<file path="src/design/tecc_defines.svh">
/*
 * Register offsets, field positions, reset values and constants of the
 * timer/event counter with compare.
 * Assumes inclusion by bare name from the design files.
 */
`ifndef TECC_DEFINES_SVH
`define TECC_DEFINES_SVH

`define TECC_OFS_CTRL    4'h0
`define TECC_OFS_CNT     4'h4
`define TECC_OFS_CCF     4'h8
`define TECC_OFS_CCS     4'hC
`define TECC_AW          4

`define TECC_CTRL_MODE_LO   0
`define TECC_CTRL_MODE_HI   1
`define TECC_CTRL_CCF_CAP   2
`define TECC_CTRL_EDGE_SRC  3
`define TECC_CTRL_PIN_OUT   4
`define TECC_CTRL_IRQ_MASK0 8
`define TECC_CTRL_IRQ_MASK1 9
`define TECC_CTRL_STAT0     16
`define TECC_CTRL_STAT1     17

`define TECC_CNT_MAX     16'hFFFF
`define TECC_CNT_ZERO    16'h0000
`define TECC_CTRL_RST    32'h0000_0000

`endif

</file>
<file path="src/design/tecc_pkg.sv">
/*
 * Types of the timer/event counter with compare.
 * Assumes the defines header is compiled alongside.
 */
`default_nettype none
package tecc_pkg;
    typedef enum logic [1:0] {
        TECC_STOP     = 2'b00,
        TECC_FREE     = 2'b01,
        TECC_CLR_EDGE = 2'b10,
        TECC_CLR_MTCH = 2'b11
    } tecc_mode_t;

    typedef struct packed {
        logic        cyc;
        logic        stb;
        logic        we;
        logic [3:0]  sel;
        logic [3:0]  adr;
        logic [31:0] dat;
    } tecc_wb_req_t;

    typedef enum logic [1:0] {
        TECC_IDLE = 2'b01,
        TECC_ACK  = 2'b10
    } tecc_bus_st_t;
endpackage
`default_nettype wire

</file>
<file path="src/design/tecc_sync.sv">
/*
 * Two-stage synchroniser with rising edge pulse for an external pin.
 * Assumes the pin is asynchronous to clk_i.
 */
`default_nettype none
module tecc_sync (
    input  wire logic clk_i,
    input  wire logic rst_i,
    input  wire logic pin_i,
    output logic      lvl_o,
    output logic      rise_o
);
    logic meta_q;
    logic sync_q;
    logic prev_q;

    always_ff @(posedge clk_i) begin
        if (rst_i) begin
            meta_q <= 1'b0;
            sync_q <= 1'b0;
            prev_q <= 1'b0;
        end else begin
            meta_q <= pin_i;
            sync_q <= meta_q;
            prev_q <= sync_q;
        end
    end

    assign lvl_o  = sync_q;
    assign rise_o = sync_q & ~prev_q;
endmodule
`default_nettype wire

</file>
<file path="src/design/tecc_top.sv">
/*
 * Sixteen-bit timer/event counter with one capture/compare register, one capture register, a Wishbone
 * classic slave, sticky status with mask and one level interrupt.
 * Assumes a single 100 MHz clock; edge inputs are asynchronous pins.
 */
`include "tecc_defines.svh"
`default_nettype none
module tecc_top (
    input  wire logic                  clk_i,
    input  wire logic                  rst_i,
    input  wire logic                  cyc_i,
    input  wire logic                  stb_i,
    input  wire logic                  we_i,
    input  wire logic [3:0]            sel_i,
    input  wire logic [`TECC_AW-1:0]   adr_i,
    input  wire logic [31:0]           dat_i,
    output logic [31:0]                dat_o,
    output logic                       ack_o,
    input  wire logic                  edge_input_first_i,
    input  wire logic                  shared_port_pin_i,
    output logic                       shared_port_pin_o,
    output logic                       shared_port_pin_oe_o,
    output logic                       irq_o
);
    import tecc_pkg::*;

    tecc_wb_req_t  req;
    tecc_bus_st_t  bus_q;
    logic [31:0]   ctrl_q;
    logic [15:0]   up_counter_q;
    logic [15:0]   capture_compare_first_q;
    logic [15:0]   capture_compare_second_q;
    logic [15:0]   cnt_d;
    logic          toggle_q;
    logic [1:0]    stat_q;
    logic          in1_rise;
    logic          in2_rise;
    logic          in1_lvl;
    logic          in2_lvl;

    assign req = '{cyc: cyc_i, stb: stb_i, we: we_i, sel: sel_i, adr: adr_i, dat: dat_i};

    function automatic logic [31:0] tecc_mask(input logic [3:0] sel);
        tecc_mask = {{8{sel[3]}}, {8{sel[2]}}, {8{sel[1]}}, {8{sel[0]}}};
    endfunction

    function automatic logic [15:0] tecc_step(input logic [15:0] v, input logic clr);
        tecc_step = clr ? `TECC_CNT_ZERO : v + 16'h0001;
    endfunction

    tecc_sync u_sync_first (
        .clk_i  (clk_i),
        .rst_i  (rst_i),
        .pin_i  (edge_input_first_i),
        .lvl_o  (in1_lvl),
        .rise_o (in1_rise)
    );
    tecc_sync u_sync_second (
        .clk_i  (clk_i),
        .rst_i  (rst_i),
        .pin_i  (shared_port_pin_i),
        .lvl_o  (in2_lvl),
        .rise_o (in2_rise)
    );

    // Bus decode.
    wire        bus_req    = req.cyc & req.stb & (bus_q == TECC_IDLE);
    wire        wr_en      = bus_req & req.we;
    wire        rd_en      = bus_req & ~req.we;
    wire        hit_ctrl   = (req.adr == `TECC_OFS_CTRL);
    wire        hit_cnt    = (req.adr == `TECC_OFS_CNT);
    wire        hit_ccf    = (req.adr == `TECC_OFS_CCF);
    wire        hit_ccs    = (req.adr == `TECC_OFS_CCS);
    wire [31:0] wmask      = tecc_mask(req.sel);

    // Control fields.
    wire [1:0]  op_mode      = {ctrl_q[`TECC_CTRL_MODE_HI], ctrl_q[`TECC_CTRL_MODE_LO]};
    wire        running      = (op_mode != 2'b00);
    wire        ccf_capture  = ctrl_q[`TECC_CTRL_CCF_CAP];
    wire        edge_cnt_src = ctrl_q[`TECC_CTRL_EDGE_SRC];
    wire        pin_is_out   = ctrl_q[`TECC_CTRL_PIN_OUT];
    wire [1:0]  irq_mask     = {ctrl_q[`TECC_CTRL_IRQ_MASK1], ctrl_q[`TECC_CTRL_IRQ_MASK0]};

    // A counter read holds the count clock for that cycle; the held tick is paid
    // back on the next cycle, as a double step if that cycle ticks too, so a free-running count loses nothing.
    wire        cnt_read    = rd_en & hit_cnt;
    wire        raw_tick    = edge_cnt_src ? in1_rise : 1'b1;
    logic       pend_q;
    wire        tick        = running & (raw_tick | pend_q) & ~cnt_read;
    wire        dbl_step    = tick & pend_q & raw_tick;
    wire        clr_mtch    = (op_mode == TECC_CLR_MTCH);
    wire        cmp_zero    = (capture_compare_first_q == `TECC_CNT_ZERO);
    wire        cmp_max     = (capture_compare_first_q == `TECC_CNT_MAX);
    wire        at_max      = (up_counter_q == `TECC_CNT_MAX);
    // A zero compare only holds the counter at zero, so no single-pulse count.
    wire        match_clr   = clr_mtch & (up_counter_q == capture_compare_first_q);
    // The second edge input is ignored while the shared pin is an output.
    wire        edge2_valid = in2_rise & ~pin_is_out;
    wire        edge1_valid = in1_rise & ~edge_cnt_src;
    wire        edge_clr    = (op_mode == TECC_CLR_EDGE) & edge1_valid;
    wire        cap_first   = running & ccf_capture & edge2_valid;
    wire        cap_second  = running & edge1_valid;
    wire [15:0] step_one    = tecc_step(up_counter_q, match_clr | edge_clr);
    wire        match_clr2  = clr_mtch & (step_one == capture_compare_first_q);
    wire [15:0] step_two    = tecc_step(step_one, match_clr2);
    // Matching is done on each value reached, the skipped one of a double step too,
    // so a zero compare fires on the step from zero to one, as after a wrap
    // falls out of the plain equality.
    wire [15:0] hit_val     = cmp_zero ? 16'h0001 : capture_compare_first_q;
    wire        hit_two     = dbl_step & (step_two == hit_val);
    wire        hit_first   = tick & ~ccf_capture & ((step_one == hit_val) | hit_two);
    wire        wrap_evt    = tick & cmp_max &
                              (at_max | (dbl_step & (step_one == `TECC_CNT_MAX)));

    assign cnt_d = ~tick ? up_counter_q : (dbl_step ? step_two : step_one);

    wire [1:0] stat_set = {wrap_evt, hit_first};
    wire [1:0] stat_clr = (wr_en & hit_ctrl) ?
                          (dat_i[`TECC_CTRL_STAT1:`TECC_CTRL_STAT0] &
                           {wmask[`TECC_CTRL_STAT1], wmask[`TECC_CTRL_STAT0]}) : 2'b00;

    wire [31:0] ctrl_rd = {14'h0000, stat_q, ctrl_q[15:0]};
    wire [31:0] rd_mux  = hit_ctrl ? ctrl_rd :
                          hit_cnt  ? {16'h0000, up_counter_q} :
                          hit_ccf  ? {16'h0000, capture_compare_first_q} :
                          hit_ccs  ? {16'h0000, capture_compare_second_q} : 32'h0000_0000;

    always_ff @(posedge clk_i) begin
        if (rst_i) begin
            bus_q <= TECC_IDLE;
            ack_o <= 1'b0;
            dat_o <= 32'h0000_0000;
        end else begin
            case (bus_q)
                TECC_IDLE: begin
                    if (bus_req) begin
                        bus_q <= TECC_ACK;
                        ack_o <= 1'b1;
                        dat_o <= rd_en ? rd_mux : 32'h0000_0000;
                    end
                end
                TECC_ACK: begin
                    bus_q <= TECC_IDLE;
                    ack_o <= 1'b0;
                end
                default: begin
                    bus_q <= TECC_IDLE;
                    ack_o <= 1'b0;
                end
            endcase
        end
    end

    always_ff @(posedge clk_i) begin
        if (rst_i) begin
            ctrl_q <= `TECC_CTRL_RST;
        end else if (wr_en & hit_ctrl) begin
            ctrl_q <= {16'h0000, (ctrl_q[15:0] & ~wmask[15:0]) | (dat_i[15:0] & wmask[15:0])};
        end
    end

    always_ff @(posedge clk_i) begin
        if (rst_i) begin
            stat_q <= 2'b00;
        end else begin
            stat_q <= (stat_q & ~stat_clr) | stat_set;
        end
    end

    always_ff @(posedge clk_i) begin
        if (rst_i) begin
            pend_q <= 1'b0;
        end else begin
            pend_q <= running & cnt_read & (raw_tick | pend_q);
        end
    end

    always_ff @(posedge clk_i) begin
        if (rst_i) begin
            up_counter_q <= `TECC_CNT_ZERO;
        end else if (!running) begin
            up_counter_q <= `TECC_CNT_ZERO;
        end else begin
            up_counter_q <= cnt_d;
        end
    end

    always_ff @(posedge clk_i) begin
        if (rst_i) begin
            capture_compare_first_q <= `TECC_CNT_ZERO;
        end else if (cap_first) begin
            capture_compare_first_q <= up_counter_q;
        end else if (wr_en & hit_ccf) begin
            capture_compare_first_q <= dat_i[15:0] & wmask[15:0] |
                                       capture_compare_first_q & ~wmask[15:0];
        end
    end

    always_ff @(posedge clk_i) begin
        if (rst_i) begin
            capture_compare_second_q <= `TECC_CNT_ZERO;
        end else if (cap_second) begin
            capture_compare_second_q <= up_counter_q;
        end else if (wr_en & hit_ccs) begin
            capture_compare_second_q <= dat_i[15:0] & wmask[15:0] |
                                        capture_compare_second_q & ~wmask[15:0];
        end
    end

    always_ff @(posedge clk_i) begin
        if (rst_i) begin
            toggle_q             <= 1'b0;
            shared_port_pin_o    <= 1'b0;
            shared_port_pin_oe_o <= 1'b0;
            irq_o                <= 1'b0;
        end else begin
            toggle_q             <= toggle_q ^ hit_first;
            shared_port_pin_o    <= toggle_q & pin_is_out;
            shared_port_pin_oe_o <= pin_is_out;
            irq_o                <= |(((stat_q & ~stat_clr) | stat_set) & irq_mask);
        end
    end
endmodule
`default_nettype wire

</file>
<file path="config.mk">
export PLATFORM = sky130hd
export DESIGN_NAME = tecc_top
export DESIGN_NICKNAME = d
export VERILOG_FILES = /design/src/design/tecc_pkg.sv /design/src/design/tecc_sync.sv /design/src/design/tecc_top.sv
export VERILOG_INCLUDE_DIRS = /design/src /design/src/design
export SDC_FILE = /design/constraint.sdc
export NUM_CORES = 1
export LEC_CHECK = 0
export BUFFER_PORTS_ARGS = -buffer_cell sky130_fd_sc_hd__buf_4
export CAP_MARGIN = 25
export CORE_MARGIN = 5
export CORE_UTILIZATION = 55
export CTS_CLUSTER_DIAMETER = 30
export CTS_CLUSTER_SIZE = 30
export DETAILED_ROUTE_END_ITERATION = 10
export PLACE_DENSITY = 0.81
export SYNTH_ARGS = -nofsm -noshare
export SYNTH_HDL_FRONTEND = slang
export SYNTH_SLANG_ARGS = --single-unit
</file>
<file path="constraint.sdc">
create_clock -name clk_i -period 5.3 [get_ports clk_i]
set_input_delay 1.06 -clock clk_i [delete_from_list [all_inputs] [get_ports clk_i]]
set_output_delay 1.06 -clock clk_i [all_outputs]
set_load 0.005 [all_outputs]
</file>
After elaboration in Yosys (flattened, before gate mapping)

Index checks and enable logic that the tools add are counted.
Widths: inputs -> output; s select.

Add/subtract/negate cells: 2
Reduce and logical (&&, ||, !) cells: 9
Bitwise logic cells: 58
Equal/unequal tests: 13
Mux-type cells: 15

Operators with widths:

| cell                  | number |
|---|---|
| $mux 16               | 11 |
| $and 16x16->16        | 4 |
| $eq 16x16->1          | 4 |
| $eq 16x16->1 const B  | 3 |
| $or 16x16->16         | 3 |
| $mux 18               | 2 |
| $add 16x1->16 const B | 2 |
| $and 1x1->1           | 31 |
| $logic_not 16->1      | 1 |
| $not 16->16           | 1 |
| $not 1->1             | 9 |
| $eq 4x4->1 const B    | 2 |
| $and 2x2->2           | 3 |
| $reduce_bool 2->1     | 3 |
| $reduce_or 2->1       | 3 |
| $eq 2x2->1 const B    | 2 |
| $eq 4x3->1 const B    | 1 |
| $logic_not 4->1       | 1 |
| $or 1x1->1            | 4 |
| $eq 2x1->1 const B    | 1 |
| $mux 2                | 1 |
| $not 2->2             | 1 |
| $or 2x2->2            | 1 |
| $reduce_and 2->1      | 1 |
| other kinds (2)       | 2 |

Bits in registers: 112
Logic and storage cells: 116
Bits of input ports: 47

Longest topological paths before layout

Word-level depth: 16
Mapped depth: 19
Mapped depth without buffers: 17

By module

A second synthesis with hierarchy kept.

Cells, all modules: 899
Area, all modules: 6791.5 sq um

Modules (own cells, without submodules):

| module    | area each (sq um) | instances | cells an instance |
|---|---|---|---|
| tecc_top  | 6616.3            | 1         | 885 |
| tecc_sync | 87.6              | 2         | 7 |

Least setup slack after synthesis

Ideal clock, no wire load.

Path kind: reg2reg
From: register with a tool-made name
To: register irq_o
Arrival time: 4.092 ns
Library setup time: 0.088 ns
Path slack: 1.120 ns
Clock period less this slack: 4.180 ns
Required time: 5.212 ns
Stages on the path, launching flop included: 20
Buffers on the path: 2
Cell sequence: dfxtp_1 clkbuf_1 xor2_1 nor3_1 nand3_1 o21a_1 clkbuf_1 nand2_1 inv_1 ha_1 inv_1 or4_1 a22oi_1 and4b_1 a21o_1 nand3_1 a221o_1 nor4_4 o211ai_2 a311oi_2

RTL lines:

| item                   | line            | source |
|---|---|---|
| end signal: assignment | tecc_top.sv:220 | `irq_o <= \|(((stat_q & ~stat_clr) \| stat_set) & irq_mask);` |
| end: declaration       | tecc_top.sv:23  | `output logic irq_o` |

==> flow_metrics.py <==
metrics = {
    "drt": {
        "routed_wl_mm": 22.4,
        "viasPerCell": 6.82,
        "vias": 7092,
        "wl_per_cell_um": 21.5,
        "drc": 0,
        "dr.pass1.iters": 6,
        "met1_length_mm": 8.76,
        "dr_wl_met3_mm": 2.56,
        "first_iter_violations": 1001,
        "top_layer": "met4",
        "dr_wl_met2_mm": 10.2,
        "ant_nets": 0,
    },
    "power": {
        "power_frac_comb": 0.055,
        "swShare": 0.233,
        "p_per_area_nw_per_um2": 198,
        "clock_power_share": 0.451,
        "p_sw_uw": 346,
        "intPower_mw": 1.14,
        "leakagePower_nw": 2.83,
        "pwr-share-seq": 0.494,
        "vdd_drop_max_mv": 0.225,
    },
    "die": {
        "rows": 40,
        "die_x_um": 120,
        "core_um2": 12000,
        "die-area_um2": 14500,
        "die_y_um": 120,
        "start_util": 0.560,
        "io_pins": 83,
    },
    "synth": {
        "avgSynthCellArea_um2": 7.73,
        "ys_ff_latch": 97,
        "synthAdderAreaFrac": 0.00373,
        "yosys.area.top_type": "dfxtp_1",
        "synth-edff-count": 0,
        "synth_top_family_by_area": "compound AO/OA/AOI/OAI gates",
        "yosysMostFrequentCell": "nor2_1",
        "netlist_area_um2": 6700,
        "synth-xor-area-share": 0.0577,
        "ys.flop_type": "dfxtp_1",
        "synthArstFlopShare": 0,
        "synth_simple_gate_area_frac": 0.266,
        "synth_top_area_share": 0.290,
        "synth_compound_area_frac": 0.277,
        "synth_cells": 867,
        "synth_warnings": 0,
        "synth_commonest_cells": "nor2_1, dfxtp_1, nand2_1",
        "ys_seq_area_frac": 0.290,
        "synth_area_leaders": "dfxtp_1, nor2_1, a311oi_1, nand2_1, nand3_1",
        "netlist-cell-type-count": 80,
        "synth_mux_area_frac": 0.0284,
    },
    "clock_network": {
        "clk_latency_ps": 360,
        "post_cts_buffers": 0,
        "clockRootBuffer": "clkbuf_16",
        "cts_tree": "yes",
        "cts.sinks": 97,
        "htree_num_levels": 3,
        "cts_made_buffers": 9,
        "post_cts_resize_count": 0,
        "cts_hold_buf": 0,
        "clockBufferDepth": 2,
        "cts.clk_slew.worst_paths_ps": 70,
    },
    "global_route": {
        "antenna_found_initial": 0,
        "overflow": 0,
        "grt_pass1_wl_mm": 35.2,
        "grt_pass1_vias": 6542,
        "grt_max_degree": 82,
        "grtUsageTotal": 0.305,
    },
    "timing": {
        "min_period_ps": 4670,
        "tns_ps": 0,
        "rsz0062_at_grt": "no",
        "hold_violations": 0,
        "setup_viol": 0,
        "fmax_mhz": 214,
        "slew_violations": 0,
        "worst_slew_pin_slew_ps": 844,
        "fin_skew_ps": 7.06,
        "slew_headroom": 0.431,
        "finalCritPeriodShare": 0.881,
    },
    "worst_setup_path": {
        "start_kind": "flip-flop",
        "path_class": "flip-flop to flip-flop",
        "cp_data_required_time_ps": 5570,
        "worstPathArrival_ps": 4930,
        "endpoint_kind": "flip-flop",
        "crit_fanout": 9,
    },
    "min_path": {
        "hold_class": "flip-flop to flip-flop",
    },
    "placement": {
        "gp_congestion": 1.01,
        "dp_hpwl_mm": 15.7,
        "port_buffers": 53,
    },
    "status": {
        "status": "finished clean",
    },
    "cells_and_area": {
        "nets": 938,
        "n_antenna_cell": 0,
        "final_util": 0.628,
        "synthToLayoutAreaGrowth_pct": 12.2,
        "drive_above_1_share": 0.155,
    },
    "run": {
        "cap_violations": 0,
    },
}
==> kinds of logic after synthesis <==
| kind of cell | count (synthesis) |
|---|---|
| AOI/OAI and AO/OA | 238 |
| xor gates and xnor gates | 41 |
| adders and majority gates | 2 |
| buffers and inverters | 114 |
| DFF | 97 |
| muxes | 19 |
| other | 1 |
| and+or+nand+nor | 355 |
==> layer usage <==
layer | up-vias | track usage
li1 | 3257 | -
met4 | 0 | 0.111
met2 | 466 | 0.487
met3 | 75 | 0.0753
met5 | - | 0
met1 | 3294 | 0.400
==> cell usage in the layout, fill, tap and decap left out, drive strengths merged, types with 22 or more instances in the layout <==
master,Yosys,final
a21oi,29,29
nand2,72,72
xor2,22,22
nor2,108,108
a22oi,22,22
nand3,51,51
o21ai,31,31
buf,40,98
a311oi,35,35
dfxtp,97,97
==> power groups by stage <==
stage	Combinational, mW	Clock, mW	Sequential (mW)
5_1_grt	0.0882	0.705	0.734
6_report	0.0814	0.671	0.734
3_3_place_gp	0.0779	0	0.751
2_1_floorplan	0.0506	0	0.750
4_1_cts	0.0792	0.676	0.734
3_5_place_dp	0.0790	0	0.751
==> cell type report <==
class	count	area, um^2
clock buffers	11	243
well taps	147	184
clock inverters	4	52.6
repair buffers	98	736
multi-input cells	669	4310
inverters	14	52.6
flip-flops and latches	97	1940
fillers	1050	4440
==> critical path, cell delays in order (launching register included) <==
cell,delay (ps)
dfxtp_1,590
xor2_1,230
nor4_1,90
nand3_1,260
o21a_1,180
nand2_1,90
inv_1,80
ha_1,250
inv_1,130
or4_1,580
a22oi_1,380
and4b_1,350
a21o_1,140
nand3_1,110
a221o_1,410
nor4_4,290
o211ai_2,170
a311oi_2,250
==> through the flow <==
stage          std cells  hold WS, ps  total power [mW]  area, um^2  worst slack, ps
2_1_floorplan        880          414             0.801        6750             1120
3_3_place_gp        1025          419             0.829        7220              876
3_5_place_dp        1025          431             0.830        7220              817
4_1_cts             1040          446              1.49        7520              767
5_1_grt             1040          461              1.53        7520              327
6_report            1040          445              1.49        7520              633
==> final timing paths <==
path,start,endpoint,slack [ps],cells past startpoint
setup / recovery,flip-flop,irq_o$_SDFF_PP0_,630,17
hold / removal,u_sync_second.meta_q$_SDFF_PP0_,u_sync_second.lvl_o$_SDFF_PP0_,450,1
setup reg to reg,flip-flop,irq_o$_SDFF_PP0_,630,17
hold reg to reg,u_sync_second.meta_q$_SDFF_PP0_,u_sync_second.lvl_o$_SDFF_PP0_,450,1
(Power assumes the default switching activity.)
